--- config.mk ---
export PLATFORM = sky130hd
export DESIGN_NAME = nv_program_write_protect
export DESIGN_NICKNAME = d
export VERILOG_FILES = /design/src/logic/nvwp_pkg.sv /design/src/logic/nv_program_write_protect.sv /design/src/logic/nvwp_state_mem.sv /design/src/logic/nvwp_wr_check.sv
export VERILOG_INCLUDE_DIRS = /design/src /design/src/logic
export SDC_FILE = /design/constraint.sdc
export NUM_CORES = 1
export LEC_CHECK = 0
export BUFFER_PORTS_ARGS = -buffer_cell sky130_fd_sc_hd__buf_2
export CAP_MARGIN = 20
export CELL_PAD_IN_SITES_DETAIL_PLACEMENT = 0
export CELL_PAD_IN_SITES_GLOBAL_PLACEMENT = 2
export CORE_ASPECT_RATIO = 0.5
export CORE_UTILIZATION = 23
export DETAILED_ROUTE_END_ITERATION = 7
export PLACE_DENSITY_LB_ADDON = 0.1
export REMOVE_ABC_BUFFERS = 1
export SLEW_MARGIN = 0
export SYNTH_ARGS = -nofsm -noshare
export SYNTH_HDL_FRONTEND = slang
export SYNTH_SLANG_ARGS = --single-unit
--- constraint.sdc ---
create_clock -name clock_in -period 2.5 [get_ports clock_in]
set_clock_uncertainty 0.15 [all_clocks]
set_input_delay 0.5 -clock clock_in [delete_from_list [all_inputs] [get_ports clock_in]]
set_output_delay 0.5 -clock clock_in [all_outputs]
set_load 0.01 [all_outputs]
--- src/logic/nvwp_regs.svh ---
`ifndef NVWP_REGS_SVH
`define NVWP_REGS_SVH
`define NVWP_CMD_PROTECT        8'h21
`define NVWP_ADDR_NONE          16'h0000
`define NVWP_ADDR_ALL           16'hFFFF
`define NVWP_FACT_BASE_HI_GRADE 16'hF800
`define NVWP_FACT_BASE_LO_GRADE 16'hFF00
`define NVWP_NAK_BAD_CODE       8'h09
`define NVWP_STAT_BIT_A         14
`define NVWP_STAT_BIT_B         12
`endif

--- src/logic/nvwp_pkg.sv ---
package nvwp_pkg;
  typedef enum logic [1:0] {
    NVWP_RSP_ACK      = 2'b00,
    NVWP_RSP_NAK_BUSY = 2'b01,
    NVWP_RSP_NAK_CODE = 2'b10
  } nvwp_rsp_e;
  typedef enum logic [1:0] {
    NVWP_WR_DATA = 2'b00,
    NVWP_WR_REGSAVE = 2'b01,
    NVWP_WR_STORE = 2'b10
  } nvwp_wr_e;
endpackage

--- src/logic/nv_program_write_protect.sv ---
`timescale 1ns/1ns
// Notes on behaviour
// RL1: Protect command is immediate code 33 with two 16-bit parameters.
// RL2: Addresses below first-writable address are protected user space.
// RL3: First-writable zero removes user protection and clears stored lockout code.
// RL4: First-writable 65535 locks whole user space.
// RL5: Writes in protected space refused, register saves too; others proceed.
// RL6: Factory region starts 0xF800 on one grade, 0xFF00 otherwise.
// RL7: On unprotected-factory grade, any protect command enables factory protection.
// RL8: Both parameters zero only enables factory protection.
// RL9: Busy device answers busy NAK and does nothing.
// RL10: Wrong lockout code gives NAK code 9, protection unchanged.
// RL11: Store program into protected region gets bad-code NAK, no write.
// RL12: Register save into protected space sets status bits 14 and 12, stops program.
// RL13: Host must unprotect with matching code before downloading.
// RL14: Settings persist in nonvolatile storage; success returns plain ACK.
// RL15: With no user protection, any lockout code is accepted and stored.
`include "nvwp_regs.svh"
module nv_program_write_protect #(
  parameter bit HIGH_GRADE = 1'b0
) (
  input  wire logic        clock_in,
  input  wire logic        srst_in,
  input  wire logic        restore_in,
  input  wire logic [15:0] restore_code_in,
  input  wire logic [15:0] restore_addr_in,
  input  wire logic        restore_fact_in,
  input  wire logic        cmd_valid_in,
  input  wire logic [7:0]  cmd_num_in,
  input  wire logic [15:0] cmd_code_in,
  input  wire logic [15:0] cmd_addr_in,
  input  wire logic        busy_in,
  output logic             rsp_valid_out,
  output logic [1:0]       rsp_kind_out,
  output logic [7:0]       rsp_nak_code_out,
  output logic             persist_out,
  output logic [15:0]      persist_code_out,
  output logic [15:0]      persist_addr_out,
  output logic             persist_fact_out,
  input  wire logic        wr_req_in,
  input  wire logic [1:0]  wr_kind_in,
  input  wire logic [15:0] wr_addr_in,
  output logic             wr_grant_out,
  output logic             wr_refuse_out,
  output logic             store_nak_out,
  output logic             prog_exit_out,
  output logic [15:0]      status_set_out,
  output logic [15:0]      first_wr_out,
  output logic             fact_prot_out
);
  logic [15:0] code_s, addr_s, fact_base;
  logic        fact_s, blocked;
  logic        mem_wr;
  logic [15:0] new_code, new_addr;
  logic        new_fact;
  logic        rsp_valid_q, rsp_valid_d;
  logic [1:0]  rsp_kind_q, rsp_kind_d;
  logic [7:0]  nak_q, nak_d;
  logic        grant_q, grant_d, refuse_q, refuse_d, snak_q, snak_d, exit_q, exit_d;
  logic [15:0] stat_q, stat_d;
  logic        is_cmd;
  // Persist strobe and data leave from flops so the storage side sees clean values
  logic        pers_q, pers_fact_q;
  logic [15:0] pers_code_q, pers_addr_q;

  assign fact_base = HIGH_GRADE ? `NVWP_FACT_BASE_HI_GRADE : `NVWP_FACT_BASE_LO_GRADE; // RL6

  nvwp_state_mem u_mem (
    .clock_in     (clock_in),
    .srst_in      (srst_in),
    .load_in      (restore_in),
    .load_code_in (restore_code_in),
    .load_addr_in (restore_addr_in),
    .load_fact_in (restore_fact_in),
    .wr_in        (mem_wr),
    .wr_code_in   (new_code),
    .wr_addr_in   (new_addr),
    .wr_fact_in   (new_fact),
    .code_out     (code_s),
    .addr_out     (addr_s),
    .fact_out     (fact_s)
  );

  nvwp_wr_check u_chk (
    .addr_in      (wr_addr_in),
    .first_wr_in  (addr_s),
    .fact_on_in   (fact_s),
    .fact_base_in (fact_base),
    .blocked_out  (blocked)
  );

  assign is_cmd = cmd_valid_in && (cmd_num_in == `NVWP_CMD_PROTECT); // RL1

  // Zero first-writable address means no user space is protected, so any code passes
  function automatic logic user_open(input logic [15:0] first_wr);
    user_open = (first_wr == `NVWP_ADDR_NONE);
  endfunction

  function automatic logic code_ok(input logic [15:0] first_wr, input logic [15:0] stored,
                                   input logic [15:0] given);
    code_ok = user_open(first_wr) || (given == stored);
  endfunction

  // Command path
  always_comb begin
    mem_wr      = 1'b0;
    new_code    = code_s;
    new_addr    = addr_s;
    new_fact    = fact_s;
    rsp_valid_d = 1'b0;
    rsp_kind_d  = rsp_kind_q;
    nak_d       = nak_q;
    if (is_cmd && !restore_in) begin
      rsp_valid_d = 1'b1;
      if (busy_in) begin
        rsp_kind_d = nvwp_pkg::NVWP_RSP_NAK_BUSY; // RL9
        nak_d      = 8'h00;
      end else if (!code_ok(addr_s, code_s, cmd_code_in)) begin
        rsp_kind_d = nvwp_pkg::NVWP_RSP_NAK_CODE; // RL10
        nak_d      = `NVWP_NAK_BAD_CODE;
      end else begin
        // Code accepted freely while user space is open
        mem_wr     = 1'b1; // RL15 RL14
        new_fact   = 1'b1; // RL7
        rsp_kind_d = nvwp_pkg::NVWP_RSP_ACK; // RL14
        nak_d      = 8'h00;
        if (cmd_code_in == 16'h0000 && cmd_addr_in == `NVWP_ADDR_NONE) begin
          new_code = code_s; // RL8
          new_addr = addr_s;
        end else if (cmd_addr_in == `NVWP_ADDR_NONE) begin
          new_code = 16'h0000; // RL3
          new_addr = `NVWP_ADDR_NONE;
        end else begin
          new_code = cmd_code_in; // RL2 RL4
          new_addr = cmd_addr_in;
        end
      end
    end
  end

  // Write-guard path
  always_comb begin
    grant_d  = 1'b0;
    refuse_d = 1'b0;
    snak_d   = 1'b0;
    exit_d   = 1'b0;
    stat_d   = 16'h0000;
    if (wr_req_in) begin
      if (!blocked) begin
        grant_d = 1'b1; // RL5
      end else begin
        refuse_d = 1'b1; // RL5
        unique case (wr_kind_in)
          nvwp_pkg::NVWP_WR_STORE: snak_d = 1'b1; // RL11
          nvwp_pkg::NVWP_WR_REGSAVE: begin
            exit_d = 1'b1; // RL12
            stat_d[`NVWP_STAT_BIT_A] = 1'b1;
            stat_d[`NVWP_STAT_BIT_B] = 1'b1;
          end
          default: snak_d = 1'b0;
        endcase
      end
    end
  end

  always_ff @(posedge clock_in) begin
    if (srst_in) begin
      rsp_valid_q <= 1'b0;
      rsp_kind_q  <= 2'b00;
      nak_q       <= 8'h00;
      grant_q     <= 1'b0;
      refuse_q    <= 1'b0;
      snak_q      <= 1'b0;
      exit_q      <= 1'b0;
      stat_q      <= 16'h0000;
      pers_q      <= 1'b0;
      pers_code_q <= 16'h0000;
      pers_addr_q <= 16'h0000;
      pers_fact_q <= 1'b0;
    end else begin
      rsp_valid_q <= rsp_valid_d;
      rsp_kind_q  <= rsp_kind_d;
      nak_q       <= nak_d;
      grant_q     <= grant_d;
      refuse_q    <= refuse_d;
      snak_q      <= snak_d;
      exit_q      <= exit_d;
      stat_q      <= stat_d;
      pers_q      <= mem_wr; // RL14
      pers_code_q <= new_code;
      pers_addr_q <= new_addr;
      pers_fact_q <= new_fact;
    end
  end

  assign rsp_valid_out    = rsp_valid_q;
  assign rsp_kind_out     = rsp_kind_q;
  assign rsp_nak_code_out = nak_q;
  assign persist_out      = pers_q;
  assign persist_code_out = pers_code_q;
  assign persist_addr_out = pers_addr_q;
  assign persist_fact_out = pers_fact_q;
  assign wr_grant_out     = grant_q;
  assign wr_refuse_out    = refuse_q;
  assign store_nak_out    = snak_q;
  assign prog_exit_out    = exit_q;
  assign status_set_out   = stat_q;
  assign first_wr_out     = addr_s;
  assign fact_prot_out    = fact_s;
endmodule

--- src/logic/nvwp_state_mem.sv ---
`timescale 1ns/1ns
// Nonvolatile-backed protection settings; restored value loaded after reset
module nvwp_state_mem (
  input  wire logic        clock_in,
  input  wire logic        srst_in,
  input  wire logic        load_in,
  input  wire logic [15:0] load_code_in,
  input  wire logic [15:0] load_addr_in,
  input  wire logic        load_fact_in,
  input  wire logic        wr_in,
  input  wire logic [15:0] wr_code_in,
  input  wire logic [15:0] wr_addr_in,
  input  wire logic        wr_fact_in,
  output logic      [15:0] code_out,
  output logic      [15:0] addr_out,
  output logic             fact_out
);
  logic [15:0] code_q, code_d, addr_q, addr_d;
  logic        fact_q, fact_d;
  always_comb begin
    code_d = code_q;
    addr_d = addr_q;
    fact_d = fact_q;
    if (load_in) begin
      code_d = load_code_in;
      addr_d = load_addr_in;
      fact_d = load_fact_in;
    end else if (wr_in) begin
      code_d = wr_code_in;
      addr_d = wr_addr_in;
      fact_d = wr_fact_in;
    end
  end
  always_ff @(posedge clock_in) begin
    if (srst_in) begin
      code_q <= 16'h0000;
      addr_q <= 16'h0000;
      fact_q <= 1'b0;
    end else begin
      code_q <= code_d;
      addr_q <= addr_d;
      fact_q <= fact_d;
    end
  end
  assign code_out = code_q;
  assign addr_out = addr_q;
  assign fact_out = fact_q;
endmodule

--- src/logic/nvwp_wr_check.sv ---
`timescale 1ns/1ns
`include "nvwp_regs.svh"
// Pure address decode shared by every write kind
module nvwp_wr_check (
  input  wire logic [15:0] addr_in,
  input  wire logic [15:0] first_wr_in,
  input  wire logic        fact_on_in,
  input  wire logic [15:0] fact_base_in,
  output logic             blocked_out
);
  function automatic logic in_user(input logic [15:0] a, input logic [15:0] f);
    // 0xFFFF locks all user space, even the top address itself
    in_user = (f == `NVWP_ADDR_ALL) ? 1'b1 : (a < f);
  endfunction
  assign blocked_out = in_user(addr_in, first_wr_in) ||
                       (fact_on_in && (addr_in >= fact_base_in));
endmodule

==> results.json <==
{
  "status": "finished, final reports clean",
  "ys_seq_area_frac": 0.430,
  "relSlewSlack": 0.650,
  "slowest_delay_ns": 0.33,
  "clkTransAtPathRegs_ns": 0.06,
  "yosys_warnings": 0,
  "reg2reg_to": "u_mem.addr_out[5]$_SDFFE_PP0P_",
  "core-area_um2": 14500,
  "vdd_drop_max_uv": 288,
  "startpoint": "u_mem.code_out[13]$_SDFFE_PP0P_",
  "slowest_stage": "dfxtp_1",
  "setup_violations": 0,
  "syn_area_um2": 3440,
  "drive_above_1_share": 0.446,
  "antenna_left": 0,
  "htree_levels": 3,
  "crit_path_end_kind": "flip-flop",
  "fmax_mhz": 403,
  "drcViolationCount": 0,
  "met1_usage": 0.192,
  "diodes": 0,
  "synth-edff-count": 0,
  "grt.total_usage": 0.148,
  "routed_wl_um": 12000,
  "crit_arrival_ns": 2.55,
  "cts.sinks": 74,
  "clk-insertion-delay-late_ns": 0.34,
  "hold_class": "in -> reg",
  "p_per_area_nw_per_um2": 628,
  "ys_types": 41,
  "die-area_um2": 15500,
  "multiInputGateArea_um2": 1760,
  "drv_slew": 0,
  "crit_required_ns": 2.57,
  "hold_viol": 0,
  "max_cap_viol_count": 0,
  "async_flop_share": 0,
  "rrSetupSlack_ns": 0.02,
  "drt-pass1-iter-count": 4,
  "via_per_inst": 4.41,
  "ys_seq_elements": 74,
  "io_buffers": 158,
  "cts_inserted_buffers": 9,
  "fin_hold_ws_ns": 0.251,
  "routed-via-count": 3342,
  "clock_path_buffers": 2,
  "rr_startpoint": "u_mem.code_out[13]$_SDFFE_PP0P_",
  "leakagePower_uw": 0.00260,
  "fin_tns_setup_ns": 0,
  "grt_pass1_wl_um": 17200,
  "pin_count": 179,
  "mostFrequentLayoutCell": "buf_2",
  "worst_pin_slew_ns": 0.523,
  "synth.avg_cell_area_um2": 10.2,
  "start_kind": "flip-flop",
  "seq_area_um2": 1480,
  "antenna_found_initial": 0,
  "grt_max_degree": 27,
  "area_growth_pct": 55.7,
  "gr-max-usage-layer": "met2",
  "nFillCells": 1531,
  "holdPathStages": 3,
  "use_met3": 0.0408,
  "cp_cell_sequence": "xor2_1 -> nor4_1 -> buf_4 -> nand4_1 -> buf_4 -> a21boi_4 -> o2bb2ai_4 -> clkbuf_16 -> a221o_1",
  "path_class": "reg -> reg",
  "place_congestion": 0.765,
  "syn_inst": 339,
  "die_width_um": 175,
  "grt_pass1_vias": 3225,
  "cts_tree": "done",
  "grt_overflow": 0,
  "rsz0062_at_grt": "yes",
  "die_height_um": 88.5,
  "critPathMaxFanout": 8,
  "finalCritPeriodShare": 0.992,
  "cts-root-buf": "clkbuf_16",
  "start_util": 0.237,
  "rows": 31,
  "use_met2": 0.243,
  "dp_hpwl_um": 9070,
  "endpoint": "u_mem.addr_out[5]$_SDFFE_PP0P_",
  "wl_per_cell_um": 15.8,
  "crit_top_cell": "buf_4",
  "min_period_ns": 2.48,
  "nNetsFinal": 667,
  "reg2regPathDepth": 9,
  "final_cell_mix": "158 x buf_2, 72 x dfxtp_1, 57 x buf_4",
  "drtIter0Drc": 115,
  "ys.flop_type": "dfxtp_1"
}
## metrics by stage
step / cells / setup WS [ns] / instance area, um^2 / util / total power (uW)
after floorplan: 318 / -1.06 / 3250 / - / 1480
after global placement: 737 / -0.240 / 4860 / 0.334 / 1760
after detailed placement: 737 / -0.261 / 4860 / 0.334 / 1760
after CTS: 753 / 0.00764 / 5240 / 0.360 / 3400
after global routing: 758 / -0.0842 / 5360 / 0.369 / 3510
final: 758 / 0.0203 / 5360 / 0.369 / 3370
## worst min-delay path by stage
stage	startpoint	endpoint
global placement	rsp_kind_out[0]$_SDFFE_PP0P_	rsp_kind_out[0]$_SDFFE_PP0P_
detailed placement	rsp_kind_out[0]$_SDFFE_PP0P_	rsp_kind_out[0]$_SDFFE_PP0P_
floorplan	u_mem.code_out[0]$_SDFFE_PP0P_	persist_code_out[0]$_SDFF_PP0_
CTS	restore_addr_in[3]	u_mem.addr_out[3]$_SDFFE_PP0P_
global route	restore_addr_in[3]	u_mem.addr_out[3]$_SDFFE_PP0P_
finish	restore_addr_in[3]	u_mem.addr_out[3]$_SDFFE_PP0P_
## report_power, final
part	switching [uW]	leakage (uW)	internal, uW
logic	236	0.00181	249
clock network	514	0.000180	1100
registers	32.0	0.000607	1230
## cell type report
type,instances,area share
clock buffer,11,0.0453
clock inverter,5,0.0233
inverter,16,0.0112
multi-input combinational,228,0.327
sequential,74,0.277
tap,198,0.0462
timing repair buffer,226,0.270
## routing by layer
| layer | share of wire | up-vias |
|---|---|---|
| met4 | 0.0081 | 0 |
| met5 | 0 | - |
| met3 | 0.046 | 9 |
| met2 | 0.46 | 89 |
| met1 | 0.48 | 1580 |
| li1 | - | 1664 |
## timing repair
item,CTS,global route
gates resized for setup,1,7
pin swaps,0,39
endpoints found under the setup margin,2,60
gates cloned,0,3
buffers inserted,0,2
hold buffers,0,0
## cells by family (layout without fill, tap and decap cells)
kind of cell,after synthesis,after routing,synth area share
other,1,20,0.00109
and+or+nand+nor,86,86,0.149
buffers and inverters,56,258,0.0942
AOI/OAI and AO/OA,90,90,0.227
muxes,1,1,0.00291
xor gates and xnor gates,16,16,0.0407
DFF,74,74,0.430
adders and majority gates,15,15,0.0545
## worst max-delay path, delay by kind of cell (launching register included)
kind                      cells  cell delay, ns
xor gates and xnor gates      1            0.17
and+or+nand+nor               2            0.50
AOI/OAI and AO/OA             3            0.64
buffers and inverters         3            0.58
DFF                           1            0.33
## cell usage after synthesis (all sizes together), types with 2 or more instances
cell type,n,share of area
a21boi,2,0.0055
a21o,3,0.0065
a21oi,6,0.0087
a221o,28,0.081
a22o,32,0.081
a22oi,4,0.0087
and2,29,0.053
and3,2,0.0036
buf,33,0.069
clkbuf,7,0.0076
dfxtp,74,0.43
ha,15,0.055
inv,16,0.017
nand2,5,0.0055
nand3b,2,0.0044
nand4,9,0.016
nor2,8,0.0087
nor2b,4,0.0073
nor3,3,0.0044
nor4,17,0.031
nor4b,2,0.0051
o21ai,6,0.0087
xor2,16,0.041
## registers in the layout, summed over array words and instances (netlist names), 16 cells and up
| name | count |
|---|---|
| u_mem.code_out | 16 |
| u_mem.addr_out | 16 |
| persist_addr_out | 16 |
| persist_code_out | 16 |
(Power assumes the default switching activity.)
